<file path="src/hdl/sac_pkg.sv">
// constants and types shared by the converter control block
// What this block does and what software must do
// at conversion end the 8-bit approximation result goes into the result register
// the result register holds the last result until the next conversion begins
// reset leaves the result register untouched, its value undefined
// the result register reads any time, undefined while a conversion runs
// the mode register resets to 30 hex
// mode bit 7 picks 62 clocks or the half-length fast period
// software keeps the conversion time at or above 12.4 us
// mode bit 6 gates the external trigger, edges ignored while it is 0
// a selected trigger edge with the gate open sets the active flag and starts
// mode bits 5 and 4 read 1 and ignore writes
// channel field: 00xx none, 01xx inputs 0-3, 10xx inputs 4-7, 11xx reserved
// software changes the channel only while the active flag reads 0
// writing 1 to start bit 7 begins a conversion on the chosen channel
// writing 0 to start bit 7 stops any running conversion
// active flag is 1 during conversion, cleared with the result store, 0 after reset
// start register bits 6 to 0 read 1 and ignore writes
// the active flag falling at conversion end sets the done request flag
// the end interrupt is requested only while flag and enable are both 1
// software stops a conversion before changing speed or channel
// after a conversion the converter idles until the next start
// software reads the result only while the active flag reads 0
// trigger pin is synchronised, and edges during a conversion are ignored
package sac_pkg;

	// register map, two address bits, every offset mapped
	localparam logic [1:0] MODE_ADDR     = 2'h0;
	localparam logic [1:0] RESULT_ADDR   = 2'h1;
	localparam logic [1:0] START_ADDR    = 2'h2;
	localparam logic [1:0] IRQ_ADDR      = 2'h3;

	// field positions
	localparam int         SPEED_BIT     = 7;
	localparam int         TRIG_EN_BIT   = 6;
	localparam int         START_BIT     = 7;
	localparam int         IRQ_FLAG_BIT  = 7;
	localparam int         IRQ_EN_BIT    = 1;
	localparam int         EDGE_SEL_BIT  = 0;

	// reset and fixed read values
	localparam logic [7:0] MODE_RESET    = 8'h30;
	localparam logic [1:0] MODE_RSVD     = 2'h3;
	localparam logic [6:0] START_RSVD    = 7'h7F;
	localparam logic [4:0] IRQ_RSVD      = 5'h00;

	// conversion period in system clocks; fast figure is 15.5 us at a 2 MHz clock
	localparam logic [5:0] CONV_SLOW_CYC = 6'h3E;
	localparam int         FAST_TIME_NS  = 15500;
	localparam int         REF_CLK_MHZ   = 2;
	localparam logic [5:0] CONV_FAST_CYC = 6'(FAST_TIME_NS * REF_CLK_MHZ / 1000);
	localparam logic [5:0] SLOW_STEP     = 6'(CONV_SLOW_CYC >> 3);
	localparam logic [5:0] FAST_STEP     = 6'(CONV_FAST_CYC >> 3);
	localparam logic [5:0] SLOW_SAMP     = 6'(CONV_SLOW_CYC - (SLOW_STEP << 3));
	localparam logic [5:0] FAST_SAMP     = 6'(CONV_FAST_CYC - (FAST_STEP << 3));

	typedef enum logic [1:0] {
		SAC_IDLE   = 2'b00,
		SAC_SAMPLE = 2'b01,
		SAC_TRIAL  = 2'b10
	} sac_state_t;

endpackage

</file>
<file path="src/hdl/sac_sar_if.sv">
// link between register control and the approximation engine
`timescale 1ns/100ps
interface sac_sar_if;
	logic       start;
	logic       stop;
	logic       fast;
	logic       comp;
	logic       busy;
	logic       sampling;
	logic       done;
	logic [7:0] result;
	logic [7:0] dac;

	modport ctrl (
		output start, output stop, output fast, output comp,
		input  busy, input sampling, input done, input result, input dac
	);
	modport engine (
		input  start, input stop, input fast, input comp,
		output busy, output sampling, output done, output result, output dac
	);
endinterface

</file>
<file path="src/hdl/sac_sar_engine.sv">
// successive approximation sequencer: sample phase then eight bit trials
`timescale 1ns/100ps
module sac_sar_engine
	import sac_pkg::*;
(
	// clock and reset
	input  wire logic clock,
	input  wire logic rst,
	input  wire logic ce,
	// control and result
	sac_sar_if.engine sar
);
	sac_state_t state_ff;
	logic [5:0] cnt_ff;
	logic [2:0] bit_ff;
	logic [7:0] code_ff;
	logic       fast_ff;
	logic [5:0] step_len;
	logic [7:0] nxt_code;

	// speed is caught at start so a careless mid-run write cannot bend the timing
	assign step_len = fast_ff ? FAST_STEP : SLOW_STEP;
	// comparator high keeps the trial bit: input at or above the ladder tap
	assign nxt_code = sar.comp ? code_ff : (code_ff & ~(8'h01 << bit_ff));

	assign sar.busy     = (state_ff != SAC_IDLE);
	assign sar.sampling = (state_ff == SAC_SAMPLE);
	assign sar.done     = (state_ff == SAC_TRIAL) && (cnt_ff == 6'h00) && (bit_ff == 3'h0);
	assign sar.result   = nxt_code;
	assign sar.dac      = code_ff;

	always_ff @(posedge clock or posedge rst) begin
		if (rst) begin
			state_ff <= SAC_IDLE;
			cnt_ff   <= 6'h00;
			bit_ff   <= 3'h0;
			code_ff  <= 8'h00;
			fast_ff  <= 1'b0;
		end else if (ce) begin
			if (sar.stop) begin
				state_ff <= SAC_IDLE;
			end else if (sar.start) begin
				state_ff <= SAC_SAMPLE;
				fast_ff  <= sar.fast;
				cnt_ff   <= (sar.fast ? FAST_SAMP : SLOW_SAMP) - 6'h01;
			end else begin
				case (state_ff)
					SAC_SAMPLE: begin
						if (cnt_ff == 6'h00) begin
							state_ff <= SAC_TRIAL;
							bit_ff   <= 3'h7;
							code_ff  <= 8'h80;
							cnt_ff   <= step_len - 6'h01;
						end else begin
							cnt_ff <= cnt_ff - 6'h01;
						end
					end
					SAC_TRIAL: begin
						if (cnt_ff != 6'h00) begin
							cnt_ff <= cnt_ff - 6'h01;
						end else if (bit_ff == 3'h0) begin
							code_ff  <= nxt_code;
							state_ff <= SAC_IDLE;
						end else begin
							code_ff <= nxt_code | (8'h01 << (bit_ff - 3'h1));
							bit_ff  <= bit_ff - 3'h1;
							cnt_ff  <= step_len - 6'h01;
						end
					end
					default: begin
						state_ff <= SAC_IDLE;
					end
				endcase
			end
		end
	end
endmodule

</file>
<file path="src/hdl/sac_adc_ctrl.sv">
// register control, trigger handling and result store of the 8-bit converter
`timescale 1ns/100ps
module sac_adc_ctrl
	import sac_pkg::*;
(
	// clock, reset, clock enable
	input  wire logic       clock,
	input  wire logic       rst,
	input  wire logic       ce,
	// register port
	input  wire logic [1:0] reg_addr,
	input  wire logic [7:0] reg_wdata,
	input  wire logic       reg_wr,
	input  wire logic       reg_rd,
	output logic      [7:0] reg_rdata,
	// trigger pin
	input  wire logic       ext_trigger_pin,
	// analog front end
	input  wire logic       comp_in,
	output logic      [7:0] dac_code,
	output logic            sample_hold,
	output logic            chan_en,
	output logic      [2:0] chan_num,
	// conversion end request
	output logic            conv_done_irq_req
);
	sac_sar_if sar ();

	// mode register fields
	logic       conv_speed_sel_ff;
	logic       ext_trigger_en_ff;
	logic [3:0] input_channel_sel_ff;
	// start register and result
	logic       conv_active_flag_ff;
	logic [7:0] conv_result_ff;
	// edge select and request bits
	logic       trigger_edge_sel_ff;
	logic       conv_done_irq_en_ff;
	logic       conv_done_irq_flag_ff;
	// trigger synchroniser and filtered level
	logic       trig_s1_ff;
	logic       trig_s2_ff;
	logic       trig_s3_ff;
	logic       trig_lvl_ff;
	// outputs from flops
	logic [7:0] rdata_ff;
	logic       chan_en_ff;
	logic [2:0] chan_num_ff;
	// helper count of active cycles, read by the checks
	logic [5:0] act_cnt_ff;

	// decoded strobes and events
	logic       wr_mode;
	logic       wr_start;
	logic       wr_irq;
	logic       sw_start;
	logic       sw_stop;
	logic       trig_change;
	logic       trig_edge;
	logic       hw_trig;
	logic       conv_begin;
	logic       conv_end;
	logic [7:0] mode_rd;
	logic [7:0] start_rd;
	logic [7:0] irq_rd;
	logic [7:0] nxt_rdata;

	sac_sar_engine u_engine (
		.clock (clock),
		.rst   (rst),
		.ce    (ce),
		.sar   (sar.engine)
	);

	assign wr_mode  = reg_wr && (reg_addr == MODE_ADDR);
	assign wr_start = reg_wr && (reg_addr == START_ADDR);
	assign wr_irq   = reg_wr && (reg_addr == IRQ_ADDR);
	assign sw_start = wr_start && reg_wdata[START_BIT];
	assign sw_stop  = wr_start && !reg_wdata[START_BIT];

	// a change counts only when the second and third stage agree
	assign trig_change = (trig_s2_ff == trig_s3_ff) && (trig_s3_ff != trig_lvl_ff);
	// edge select 1 takes the rising edge, 0 the falling edge
	assign trig_edge   = trig_change && (trig_s3_ff == trigger_edge_sel_ff);
	// edges while converting are dropped rather than restarting the run
	assign hw_trig     = trig_edge && ext_trigger_en_ff && !conv_active_flag_ff;
	// an explicit software stop beats a trigger edge in the same cycle
	assign conv_begin  = sw_start || (hw_trig && !sw_stop);
	// a start register write in the final cycle overrides the completion
	assign conv_end    = sar.done && !wr_start;

	assign sar.start = conv_begin;
	assign sar.stop  = sw_stop;
	assign sar.fast  = conv_speed_sel_ff;
	assign sar.comp  = comp_in;

	// mode register
	always_ff @(posedge clock or posedge rst) begin
		if (rst) begin
			conv_speed_sel_ff    <= MODE_RESET[SPEED_BIT];
			ext_trigger_en_ff    <= MODE_RESET[TRIG_EN_BIT];
			input_channel_sel_ff <= MODE_RESET[3:0];
		end else if (ce && wr_mode) begin
			conv_speed_sel_ff    <= reg_wdata[SPEED_BIT];
			ext_trigger_en_ff    <= reg_wdata[TRIG_EN_BIT];
			input_channel_sel_ff <= reg_wdata[3:0];
		end
	end

	// channel decode to the multiplexer, 00xx and 11xx select nothing
	always_ff @(posedge clock or posedge rst) begin
		if (rst) begin
			chan_en_ff  <= 1'b0;
			chan_num_ff <= 3'h0;
		end else if (ce && wr_mode) begin
			chan_en_ff  <= (reg_wdata[3:2] == 2'b01) || (reg_wdata[3:2] == 2'b10);
			chan_num_ff <= {reg_wdata[3], reg_wdata[1:0]};
		end
	end

	// active flag
	always_ff @(posedge clock or posedge rst) begin
		if (rst) begin
			conv_active_flag_ff <= 1'b0;
		end else if (ce) begin
			if (conv_begin) begin
				conv_active_flag_ff <= 1'b1;
			end else if (sw_stop || conv_end) begin
				conv_active_flag_ff <= 1'b0;
			end
		end
	end

	// result store has no reset: it powers up and stays undefined until a conversion ends
	always_ff @(posedge clock) begin
		if (ce && conv_end) begin
			conv_result_ff <= sar.result;
		end
	end

	// edge select and request enable
	always_ff @(posedge clock or posedge rst) begin
		if (rst) begin
			trigger_edge_sel_ff <= 1'b0;
			conv_done_irq_en_ff <= 1'b0;
		end else if (ce && wr_irq) begin
			trigger_edge_sel_ff <= reg_wdata[EDGE_SEL_BIT];
			conv_done_irq_en_ff <= reg_wdata[IRQ_EN_BIT];
		end
	end

	// request flag: writing 0 clears, a completion in that same cycle still sets it
	always_ff @(posedge clock or posedge rst) begin
		if (rst) begin
			conv_done_irq_flag_ff <= 1'b0;
		end else if (ce) begin
			if (conv_end) begin
				conv_done_irq_flag_ff <= 1'b1;
			end else if (wr_irq && !reg_wdata[IRQ_FLAG_BIT]) begin
				conv_done_irq_flag_ff <= 1'b0;
			end
		end
	end

	assign conv_done_irq_req = conv_done_irq_flag_ff && conv_done_irq_en_ff;

	// trigger pin synchroniser, first stage feeds only the second
	always_ff @(posedge clock or posedge rst) begin
		if (rst) begin
			trig_s1_ff <= 1'b0;
			trig_s2_ff <= 1'b0;
			trig_s3_ff <= 1'b0;
		end else if (ce) begin
			trig_s1_ff <= ext_trigger_pin;
			trig_s2_ff <= trig_s1_ff;
			trig_s3_ff <= trig_s2_ff;
		end
	end

	// filtered level; a pin held low at reset release gives no edge, one held high gives a rising edge
	always_ff @(posedge clock or posedge rst) begin
		if (rst) begin
			trig_lvl_ff <= 1'b0;
		end else if (ce && trig_change) begin
			trig_lvl_ff <= trig_s3_ff;
		end
	end

	// read values, fixed bits one in mode and start registers, zero in the request register
	assign mode_rd  = {conv_speed_sel_ff, ext_trigger_en_ff, MODE_RSVD, input_channel_sel_ff};
	assign start_rd = {conv_active_flag_ff, START_RSVD};
	assign irq_rd   = {conv_done_irq_flag_ff, IRQ_RSVD, conv_done_irq_en_ff, trigger_edge_sel_ff};

	always_comb begin
		case (reg_addr)
			MODE_ADDR:   nxt_rdata = mode_rd;
			// no read guard: during a run the old result comes back
			RESULT_ADDR: nxt_rdata = conv_result_ff;
			START_ADDR:  nxt_rdata = start_rd;
			IRQ_ADDR:    nxt_rdata = irq_rd;
			default:     nxt_rdata = 8'h00;
		endcase
	end

	// read data stands only in the cycle after the strobe
	always_ff @(posedge clock or posedge rst) begin
		if (rst) begin
			rdata_ff <= 8'h00;
		end else if (ce) begin
			rdata_ff <= reg_rd ? nxt_rdata : 8'h00;
		end
	end

	// cycles spent active since the start, for the period check
	always_ff @(posedge clock or posedge rst) begin
		if (rst) begin
			act_cnt_ff <= 6'h00;
		end else if (ce) begin
			if (conv_begin) begin
				act_cnt_ff <= 6'h01;
			end else if (conv_active_flag_ff) begin
				act_cnt_ff <= act_cnt_ff + 6'h01;
			end else begin
				act_cnt_ff <= 6'h00;
			end
		end
	end

	assign reg_rdata   = rdata_ff;
	assign dac_code    = sar.dac;
	assign sample_hold = sar.sampling;
	assign chan_en     = chan_en_ff;
	assign chan_num    = chan_num_ff;
endmodule

</file>
<file path="config.mk">
export PLATFORM = sky130hd
export DESIGN_NAME = sac_adc_ctrl
export DESIGN_NICKNAME = d
export VERILOG_FILES = /design/src/hdl/sac_pkg.sv /design/src/hdl/sac_sar_if.sv /design/src/hdl/sac_sar_engine.sv /design/src/hdl/sac_adc_ctrl.sv
export SDC_FILE = /design/constraint.sdc
export NUM_CORES = 1
export LEC_CHECK = 0
export ABC_AREA = 0
export BUFFER_PORTS_ARGS = -buffer_cell sky130_fd_sc_hd__buf_2
export CORE_UTILIZATION = 57
export CTS_CLUSTER_SIZE = 20
export DETAILED_ROUTE_END_ITERATION = 8
export GPL_TIMING_DRIVEN = 0
export PLACE_DENSITY = 0.79
export SYNTH_ARGS = -nofsm -noshare
export SYNTH_HDL_FRONTEND = slang
export SYNTH_SLANG_ARGS = --single-unit
</file>
<file path="constraint.sdc">
create_clock -name clock -period 3.5 [get_ports clock]
set_clock_uncertainty 0.2 [all_clocks]
set_input_delay 0.525 -clock clock [delete_from_list [all_inputs] [get_ports clock]]
set_output_delay 0.525 -clock clock [all_outputs]
set_load 0.02 [all_outputs]
</file>
==> results.md, run 1 <==
* Routed vias/inst at around 5.7
* Synth top area share at 0.384
* Site Rows at 25
* Commonest non-fill, non-tap cell in the layout: dfrtp_1
* PostCTS Resize Cnt at 0
* RSZ-0062 raised after global routing: false
* CTS Hold Bufs at 0
* CTS H-tree lvls at 2
* Register bit total from synthesis at between 50 and 60
* Die height at 72.1 um
* LEAKAGE at 1.46 nW
* Pwr dens at between 600 and 700 nW/um^2
* CP Max Fanout at 8
* Ys async rst share at 0.843
* Initial drt markers at between 100 and 150
* Num CTS Buffers at 5
* Clk slew on worst S/H paths at 0.09 ns
* Global-route wire length before repair at 9.30 mm
* Hold/Removal Path Class: in -> async
* Outcome: finished, final reports clean
* Slew Limit Fails at 0
* Setup TNS Final at 0 ns
* Die width at 72.1 um
* Final Hold Fails at 0
* Initial DRT Pass Iterations at 4
* CTS tree: built
* Reg2Reg Depth at 4
* Core area at 4720 um^2
* Final-report setup violation count at 0
* Post-synthesis cell type count at 57
* Routed Antenna Nets at 0
* Filler instances at 383
* # diodes at 0
* Worst path top cell family by delay: simple AND/OR/NAND/NOR gates
* Max VDD drop at ~440 uV
* Yosys top cell by area: dfrtp_1
* Worst path max stage delay at 0.67 ns
* Root Driver: clkbuf_8
* Via count at 2199
* Number of synthesized flops with an enable pin at 8
* Slowest cell on the critical path: nor4_2
* Routability cong. at 0.928
* CP Capture Type: flop
* Synthesis-to-layout area growth at 13.8%
* GRT Overall Usage at 0.231
* Ys flop type: dfrtp_1
* Critical-path cell list: inv_1 -> ha_1 -> or4b_2 -> nor4_2
* Detailed-placement wirelength estimate at 4.33 mm
* Max_slew headroom at 0.415
* Synth Warn # at 0
* DR DRC count at 0
* Fin crit share at 0.740
* Share of cells above drive strength 1 at 0.252
* Post-synthesis sequential area ratio at 0.470
* Synthesized area per cell at between 10 and 15 um^2
* Min Tclk post-route at 2.59 ns
* Mapped Area at between 2000 and 3000 um^2
* Num Clock Sinks at just over 50
* Largest cells by area after synthesis: dfrtp_1 38%, edfxtp_1 8.6%, mux2_2 4.8%
* Actual slew at the worst max-slew pin at 0.870 ns
* Final global-route overflow total at 0
* I/O pins at 39
* Initial core utilization at 0.593
* Setup CP Type: reg -> reg
* Mapped Cells at 280
* Die area at roughly 5200 um^2
* Wire length per cell at 14.7 um
* Largest net degree at the start of global routing at 25
* WP data required at between 3 and 4 ns
* Vias in the first global route at 2043
* Setup Fix Bufs, Post-CTS at 0
* Max-cap violations at 0
* Syn nets at between 300 and 400
* Worst EP arrival at 2.32 ns
* Clock latency on the worst-skew pair at 0.30 ns
* Layout Nets at 348
* Commonest non-fill, non-tap cells in the layout: 43 x dfrtp_1, 36 x buf_2, 25 x inv_1, 22 x a21oi_1, 21 x o21ai_0
* Antenna violations before repair at 0
* Power Total at ~2 mW
* Max frequency at 386 MHz
* Clk buf depth at 2
* Buffers plus inverters on the worst setup path at 1
* Final wirelength at 5.72 mm
* Levels on crit path at 4
* CP Launch Type: flop
* IO Port Bufs at 33
final cells by class:
class	instances	area, um^2	area share
sequential	51	1320	0.413
timing repair buffer	34	185	0.0581
clock buffer	5	68.8	0.0216
buffer	18	106	0.0333
clock inverter	3	43.8	0.0137
inverter	26	97.6	0.0306
tap	67	83.8	0.0263
multi-input combinational	185	1290	0.404
sequential cells by signal (all words and copies together), names as in the netlist, 2 cells and up:
name / count
reg_rdata: 8
u_engine.bit_ff: 3
u_engine.sar.dac: 8
u_engine.state_ff: 2
conv_result_ff: 8
u_engine.cnt_ff: 6
input_channel_sel_ff: 4
per-layer routing:
| layer | routed length (um) | track usage | vias up |
|---|---|---|---|
| met5 | 0 | 0 | - |
| met4 | 55 | 0.0675 | 0 |
| met3 | 245 | 0.0583 | 7 |
| met2 | 2760 | 0.381 | 52 |
| met1 | 2650 | 0.301 | 1061 |
| li1 | - | - | 1079 |
path summary, 6_finish.rpt:
kind / end / slack, ns / startpoint
worst min register to register: u_engine.cnt_ff[5] / 0.31 / u_engine.cnt_ff[5]
worst max-delay path: conv_result_ff[6] / 0.91 / u_engine.state_ff[0]
max in group asynchronous: reg_rdata[3] / 2.60 / rst
min in group clock: trig_s1_ff / 0.25 / ext_trigger_pin
worst max register to register: conv_result_ff[6] / 0.91 / u_engine.state_ff[0]
worst min-delay path: u_engine.sar.dac[7] / 0.03 / rst
logic make-up after synthesis:
kind of cell / synth area share
XOR/XNOR: 0.00313
adder cells (fa/ha/maj): 0.0447
flip-flops: 0.470
multiplexers: 0.0634
AND/OR/NAND/NOR: 0.169
buffers and inverters: 0.0728
AO/OA/AOI/OAI: 0.177
metrics by stage:
stage	util	instances	area (um^2)	setup slack (ns)	hold WS [ns]
after floorplan	-	280	2800	0.829	0.254
after global placement	0.646	380	3050	0.508	0.281
after detailed placement	0.650	381	3070	0.441	0.290
after CTS	0.674	389	3180	0.427	0.0273
after global routing	0.675	389	3190	0.760	0.0548
final	0.675	389	3190	0.909	0.0251
where the power goes:
| part | switching [mW] | internal [mW] | total (mW) |
|---|---|---|---|
| registers | 0.122 | 0.745 | 0.867 |
| clock network | 0.188 | 0.213 | 0.401 |
| logic | 0.399 | 0.293 | 0.692 |
cells in the mapped netlist (2+ instances only):
cell type   n
mux2i_1     2
ha_1       10
a31oi_1     4
buf_1       3
o211ai_1    3
o21a_1      2
nor2_1     14
nor3_1      9
dfrtp_1    43
buf_4       5
or3_1       2
nand3b_1    2
edfxtp_1    8
clkbuf_1    4
a21o_1      7
buf_6       2
mux2_2     12
inv_1      26
a21oi_1    22
buf_2       3
a22o_1      2
nor2b_1     2
nor4_1      2
a31o_2      3
o21ai_0    21
nand2b_1    8
nand3_1    16
nand2_1    14
Power figures use the tool's default switching activity.
==> run 2: changes to the inputs <==
- ABC_AREA: 0 -> 1
- clock period: 3.5 -> 2.6 ns (I/O delays scaled with it)
==> results.md, run 2 <==
* DR DRC count at 0 (unchanged)
* CP Capture Type: flop (unchanged)
* Post-synthesis xor/xnor area fraction at 0.00303 (was 0.00313)
* M1 GR Usage at 0.321 (was 0.301)
* Synth top area share at 0.372 (was 0.384)
* PostCTS Resize Cnt at 0 (unchanged)
* Most Crowded Layer GR: met2 (unchanged)
* Actual slew at the worst max-slew pin at 0.582 ns (was 0.870 ns)
* Via count at 2358 (was 2199)
* Die width at 73.3 um (was 72.1 um)
* Fin crit share at 0.878 (was 0.740)
* Routability cong. at 0.852 (was 0.928)
* Clock latency on the worst-skew pair at 0.31 ns (was 0.30 ns)
* Psw at 1.39 mW (was 0.708 mW)
* Syn nets at 377 (was 307)
* RSZ-0062 raised after global routing: false (unchanged)
* Detailed-placement wirelength estimate at 4.34 mm (was 4.33 mm)
* Main combinational cell family by area after synthesis: simple AND/OR/NAND/NOR gates (was compound AO/OA/AOI/OAI gates)
* Adder-cell share of the synthesized area at 0.0432 (was 0.0447)
* Wire length per cell at 12.7 um (was 14.7 um)
* Clk slew on worst S/H paths at 0.10 ns (was 0.09 ns)
* Power Total at 3.16 mW (was 1.96 mW)
* Slew Limit Fails at 0 (unchanged)
* CP Max Fanout at 8 (unchanged)
* Slowest cell on the critical path: dfrtp_1 (was nor4_2)
* Worst EP arrival at 2.03 ns (was 2.32 ns)
* Logic gate share of total power at 0.468 (was 0.353)
* Root Driver: clkbuf_8 (unchanged)
* Compound-cell area share of the yosys netlist at 0.0964 (was 0.177)
* Commonest non-fill, non-tap cell in the layout: nand2_1 (was dfrtp_1)
* Hold/Removal Path Class: in -> reg (was in -> async)
* Ys flop type: dfrtp_1 (unchanged)
* Hold Path Cell Cnt at 3
* Commonest non-fill, non-tap cells in the layout: 121 x nand2_1, 43 x dfrtp_1, 37 x buf_2, 36 x inv_1, 25 x nand3_1 (was 43 x dfrtp_1, 36 x buf_2, 25 x inv_1, 22 x a21oi_1, 21 x o21ai_0)
* Met3 usage at 0.0384 (was 0.0583)
* Initial drt markers at 116 (was 144)
* Max-cap violations at 0 (unchanged)
* Site Rows at 25 (unchanged)
* Final core occ at 0.681 (was 0.675)
* Register bit total from synthesis at 51 (unchanged)
* Antenna violations before repair at 0 (unchanged)
* Most frequent cell after synthesis: nand2_1 (was dfrtp_1)
* Mapped Cells at 350 (was 280)
* Max VDD drop at 537 uV (was 439 uV)
* Largest net degree at the start of global routing at 31 (was 25)
* Largest cells by area after synthesis: dfrtp_1 37%, nand2_1 16%, edfxtp_1 8.3% (was dfrtp_1 38%, edfxtp_1 8.6%, mux2_2 4.8%)
* Post-synthesis cell type count at 35 (was 57)
* Routed Antenna Nets at 0 (unchanged)
* Clock power frac at 0.146 (was 0.205)
* Final-report setup violation count at 0 (unchanged)
* # diodes at 0 (unchanged)
* Final worst setup slack at 0.317 ns (was 0.909 ns)
* Dpl cells at 454 (was 381)
* Setup crit start: u_engine.bit_ff[0] (was u_engine.state_ff[0])
* CTS H-tree lvls at 2 (unchanged)
* Core area at 4820 um^2 (was 4720 um^2)
* Buffers plus inverters on the worst setup path at 1 (unchanged)
* Min-delay src: ext_trigger_pin
* Synthesis-to-layout area growth at 13.2% (was 13.8%)
* Pwr dens at 965 nW/um^2 (was 614 nW/um^2)
* Min Tclk post-route at 2.28 ns (was 2.59 ns)
* Vias in the first global route at 2262 (was 2043)
* Routed vias/inst at 5.09 (was 5.65)
* I/O pins at 39 (unchanged)
* IO Port Bufs at 36 (was 33)
* Outcome: finished, final reports clean (unchanged)
* Place WS at 0.318 ns (was 0.441 ns)
* Filler instances at 423 (was 383)
* Reg2Reg Depth at 6 (was 4)
* Hold EP: trig_s1_ff
* Num Clock Sinks at 51 (unchanged)
* Final global-route overflow total at 0 (unchanged)
* Number of synthesized flops with an enable pin at 8 (unchanged)
* Clk buf depth at 2 (unchanged)
* Initial core utilization at 0.601 (was 0.593)
* Die height at 73.3 um (was 72.1 um)
* Worst path max stage delay at 0.47 ns (was 0.67 ns)
* Fin cells at 463 (was 389)
* Simple-gate area share of the yosys netlist at 0.325 (was 0.169)
* Ys async rst share at 0.843 (unchanged)
* Final wirelength at 5.86 mm (was 5.72 mm)
* R2r endpoint: conv_result_ff[1] (was conv_result_ff[6])
* Synth Warn # at 0 (unchanged)
* Max_slew headroom at 0.611 (was 0.415)
* CTS tree: built (unchanged)
* CP Launch Type: flop (unchanged)
* Worst path top cell family by delay: simple AND/OR/NAND/NOR gates (unchanged)
* R2r setup slk at 0.32 ns (was 0.91 ns)
* Layout Nets at 422 (was 348)
* GRT Overall Usage at 0.244 (was 0.231)
* Share of cells above drive strength 1 at 0.225 (was 0.252)
* Setup CP Type: reg -> reg (unchanged)
* P_int at 1.77 mW (was 1.25 mW)
* Final Hold Fails at 0 (unchanged)
* Yosys top cell by area: dfrtp_1 (unchanged)
* Commonest cells in the netlist: 121 x nand2_1, 43 x dfrtp_1, 37 x inv_1 (was 43 x dfrtp_1, 26 x inv_1, 22 x a21oi_1)
* WP data required at 2.35 ns (was 3.23 ns)
* CP most frequent cell: nor2_1
* GR Layer Usage met2 at 0.409 (was 0.381)
* Seq pwr share at 0.387 (was 0.443)
* Critical-path cell list: inv_1 -> ha_1 -> nand3_1 -> nor2_1 -> nand2_1 -> nor2_1 (was inv_1 -> ha_1 -> or4b_2 -> nor4_2)
* Sw Share at 0.441 (was 0.361)
* Die area at 5370 um^2 (was 5200 um^2)
* Reg-to-Reg Start: u_engine.bit_ff[0] (was u_engine.state_ff[0])
* Synthesized area per cell at 8.27 um^2 (was 10.0 um^2)
* Max frequency at 438 MHz (was 386 MHz)
* Initial DRT Pass Iterations at 4 (unchanged)
* Setup TNS Final at 0 ns (unchanged)
* LEAKAGE at 1.76 nW (was 1.46 nW)
* Num CTS Buffers at 5 (unchanged)
* Mux contribution to synthesized area at 0 (was 0.0634)
* Global-route wire length before repair at 10.1 mm (was 9.30 mm)
* Mapped Area at 2900 um^2 (was 2800 um^2)
* Post-synthesis sequential area ratio at 0.455 (was 0.470)
==> run 2: routing by layer <==
metal / part of all wire / routed length (um)
met5: 0 / 0
met4: 0.014 / 82
met3: 0.040 / 233
met2: 0.48 / 2800
met1: 0.47 / 2750
==> run 2: kinds of logic (layout without fill, tap and decap cells) <==
kind of cell / after synthesis / count (layout)
xor+xnor: 1 / 1
buf+inv: 50 / 96
simple gates: 194 / 194
compound gates: 44 / 44
flops: 51 / 51
fa+ha+maj: 10 / 10
==> run 2: worst max-delay path by stage <==
stage	to	slack [ns]	depth (start not counted)
final	conv_result_ff[1]	0.32	6
after global routing	conv_result_ff[1]	0.13	6
after detailed placement	conv_result_ff[5]	0.32	6
after floorplan	conv_result_ff[0]	0.58	6
after CTS	conv_result_ff[1]	0.28	6
after global placement	conv_result_ff[4]	0.34	6
==> run 2: metrics by stage <==
| stage | hold slack, ns | area [um^2] |
|---|---|---|
| finish | 0.0786 | 3280 |
| global route | 0.0857 | 3280 |
| CTS | 0.0797 | 3280 |
| detailed placement | 0.166 | 3180 |
| global placement | 0.245 | 3160 |
| floorplan | 0.234 | 2900 |
==> run 2: worst register-to-register path: cells and delay by family (launching register included) <==
kind | cells | cell delay (ns)
buffers and inverters | 1 | 0.13
DFF | 1 | 0.47
adders and majority gates | 1 | 0.20
and+or+nand+nor | 4 | 0.92
==> run 2: power groups by stage <==
stage	clock, mW	combinational [mW]	sequential (mW)
6_report	0.460	1.48	1.22
5_1_grt	0.508	1.68	1.25
4_1_cts	0.473	1.49	1.22
3_5_place_dp	0	1.47	1.23
3_3_place_gp	0	1.43	1.22
2_1_floorplan	0	1.10	1.26
==> run 2: repair_timing <==
action | 4_1_cts | 5_1_grt
hold buffers | 1 | 0
setup buffers | 0 | 0
endpoints found under the hold margin | 13 | 0
==> run 2: area by class of cell <==
class	instances	area (um^2)	share of cell area
plain buffers	8	66.3	0.0202
clock buffers	5	68.8	0.0210
clock inverters	3	20.0	0.00611
inverters	42	158	0.0481
multi-input cells	249	1360	0.413
flip-flops and latches	51	1320	0.402
well taps	67	83.8	0.0256
repair buffers	38	210	0.0641
==> run 3: changes to the inputs <==
- CORE_UTILIZATION: 57 -> 60
- PLACE_DENSITY: 0.79 -> 0.83
- clock period: 2.6 -> 2.78 ns (I/O delays scaled with it)
==> results.md, run 3 (synthesized netlist as in run 2, its figures left out) <==
* Die width at 71.5 um (was 73.3 um)
* Pwr dens at 934 nW/um^2 (was 965 nW/um^2)
* Max frequency at 435 MHz (was 438 MHz)
* Final wirelength at 5.91 mm (was 5.86 mm)
* Clock latency on the worst-skew pair at 0.31 ns (about the same)
* I/O pins at 39 (unchanged)
* Setup TNS Final at 0 ns (unchanged)
* WP data required at 2.52 ns (was 2.35 ns)
* Dpl cells at 439 (was 454)
* Core area at 4500 um^2 (was 4820 um^2)
* RSZ-0062 raised after global routing: false (unchanged)
* Wire length per cell at 13.2 um (was 12.7 um)
* Final Hold Fails at 0 (unchanged)
* Filler instances at 379 (was 423)
* Max layer used: met4 (unchanged)
* Global-route wire length before repair at 10.2 mm (was 10.1 mm)
* Via count at 2448 (was 2358)
* Buffers plus inverters on the worst setup path at 1 (unchanged)
* Slowest cell on the critical path: nor2_1 (was dfrtp_1)
* Max VDD drop at 471 uV (was 537 uV)
* Detailed-placement wirelength estimate at 4.45 mm (was 4.34 mm)
* Met1 wire length at 2.67 mm (was 2.75 mm)
* CP most frequent cell: nor2_1 (unchanged)
* LEAKAGE at 1.78 nW (was 1.76 nW)
* Fin crit share at 0.827 (was 0.878)
* Vias in the first global route at 2334 (was 2262)
* Final global-route overflow total at 0 (unchanged)
* WL met3 at 333 um (was 233 um)
* Layout Nets at 422 (unchanged)
* IO Port Bufs at 36 (unchanged)
* Met2 WL at 2.76 mm (was 2.80 mm)
* R2r setup slk at 0.48 ns (was 0.32 ns)
* Initial drt markers at 169 (was 116)
* # diodes at 0 (unchanged)
* Commonest non-fill, non-tap cell in the layout: nand2_1 (unchanged)
* Num Clock Sinks at 51 (unchanged)
* R2r endpoint: conv_result_ff[1] (unchanged)
* PostCTS Resize Cnt at 0 (unchanged)
* Worst path top cell family by delay: simple AND/OR/NAND/NOR gates (unchanged)
* Outcome: finished, final reports clean (unchanged)
* Worst path max stage delay at 0.49 ns (was 0.47 ns)
* Clk buf depth at 2 (unchanged)
* Commonest non-fill, non-tap cells in the layout: 121 x nand2_1, 43 x dfrtp_1, 37 x buf_2, 36 x inv_1, 25 x nand3_1 (unchanged)
* CP Max Fanout at 8 (unchanged)
* Slew Limit Fails at 0 (unchanged)
* Setup CP Type: reg -> reg (unchanged)
* Post-route cell area at 3280 um^2 (about the same)
* GRT Overall Usage at 0.259 (was 0.244)
* Share of cells above drive strength 1 at 0.227 (was 0.225)
* CTS tree: built (unchanged)
* Die area at 5110 um^2 (was 5370 um^2)
* Root Driver: clkbuf_8 (unchanged)
* Final-report setup violation count at 0 (unchanged)
* Register Area at 1320 um^2 (unchanged)
* Routed vias/inst at 5.46 (was 5.09)
* Hold/Removal Path Class: in -> reg (unchanged)
* Clk slew on worst S/H paths at 0.10 ns (about the same)
* Worst EP arrival at 2.04 ns (was 2.03 ns)
* Fin cells at 448 (was 463)
* Num CTS Buffers at 5 (unchanged)
* DR DRC count at 0 (unchanged)
* Synthesis-to-layout area growth at 13.4% (was 13.2%)
* CTS H-tree lvls at 2 (unchanged)
* Initial core utilization at 0.643 (was 0.601)
* Max-cap violations at 0 (unchanged)
* Power Total at 3.07 mW (was 3.16 mW)
* Hold Path Cell Cnt at 3 (unchanged)
* Area of the multi-input gates at 1360 um^2 (unchanged)
* Antenna violations before repair at 0 (unchanged)
* Reg2Reg Depth at 6 (unchanged)
* Largest net degree at the start of global routing at 38 (was 31)
* Site Rows at 24 (was 25)
* Critical-path cell list: inv_1 -> ha_1 -> nand3_1 -> nor2_1 -> nand2_1 -> nor2_1 (unchanged)
* Actual slew at the worst max-slew pin at 0.615 ns (was 0.582 ns)
* Routed Antenna Nets at 0 (unchanged)
* DP Area at 3160 um^2 (was 3180 um^2)
* Die height at 71.5 um (was 73.3 um)
* Initial DRT Pass Iterations at 5 (was 4)
* Hold EP: trig_s1_ff (unchanged)
* Routability cong. at 0.873 (was 0.852)
* CP Capture Type: flop (unchanged)
* Reg-to-Reg Start: u_engine.bit_ff[0] (unchanged)
* CP Launch Type: flop (unchanged)
* Min Tclk post-route at 2.30 ns (was 2.28 ns)
* Max_slew headroom at 0.588 (was 0.611)
* Min-delay src: ext_trigger_pin (unchanged)
-- run 3: cell types whose count changed in the layout (fill, tap and decap cells not counted) --
| cell | before | now |
|---|---|---|
| bufinv_16 | 0 | 1 |
| clkinv_1 | 1 | 0 |
| clkinv_2 | 0 | 1 |
| clkinvlp_4 | 1 | 0 |
-- run 3: timing repair --
item,in CTS,in global routing
setup buffers,0,0
hold buffers,1,0
hold endpoints to repair,6,0
setup endpoints to repair,0,0
-- run 3: report_power, final --
part           leakage, nW  internal [mW]  total (mW)  switching, mW
clock network       0.0581          0.268       0.518          0.250
logic                 1.10          0.522        1.41          0.884
registers            0.624          0.956        1.14          0.186
-- run 3: per-stage QoR --
step                      utilization  hold slack (ns)  worst slack [ns]
after global placement          0.697            0.244             0.547
after floorplan                     -            0.234             0.761
after global routing            0.729            0.119             0.305
after detailed placement        0.702            0.123             0.479
final                           0.729            0.110             0.481
after CTS                       0.729            0.102             0.462
-- run 3: worst max path at each step --
stage,start,slack (ns),end,depth (start not counted)
floorplan,u_engine.bit_ff[0],0.76,conv_result_ff[0],6
global placement,u_engine.bit_ff[0],0.55,conv_result_ff[4],6
detailed placement,u_engine.bit_ff[0],0.48,conv_result_ff[5],6
CTS,u_engine.bit_ff[0],0.46,conv_result_ff[1],6
global route,u_engine.bit_ff[0],0.31,conv_result_ff[3],6
finish,u_engine.bit_ff[0],0.48,conv_result_ff[1],6
-- run 3: final cells by class --
cell class / instances / share of cell area
Buffer: 8 / 0.0202
Clock buffer: 5 / 0.0210
Clock inverter: 3 / 0.0133
Inverter: 42 / 0.0480
Multi-Input combinational cell: 249 / 0.413
Sequential cell: 51 / 0.401
Tap cell: 52 / 0.0198
Timing Repair Buffer: 38 / 0.0640
-- run 3: worst reg2reg max path, delay by kind of cell, from the launching register on --
kind,cells,cell delay (ns)
AND/OR/NAND/NOR,4,0.94
flip-flops,1,0.45
adder cells (fa/ha/maj),1,0.20
buffers and inverters,1,0.15
-- run 3: layer usage --
layer / global-route usage / vias to the layer above
li1: - / 1208
met5: 0 / -
met1: 0.335 / 1123
met2: 0.431 / 100
met3: 0.0478 / 17
met4: 0.113 / 0
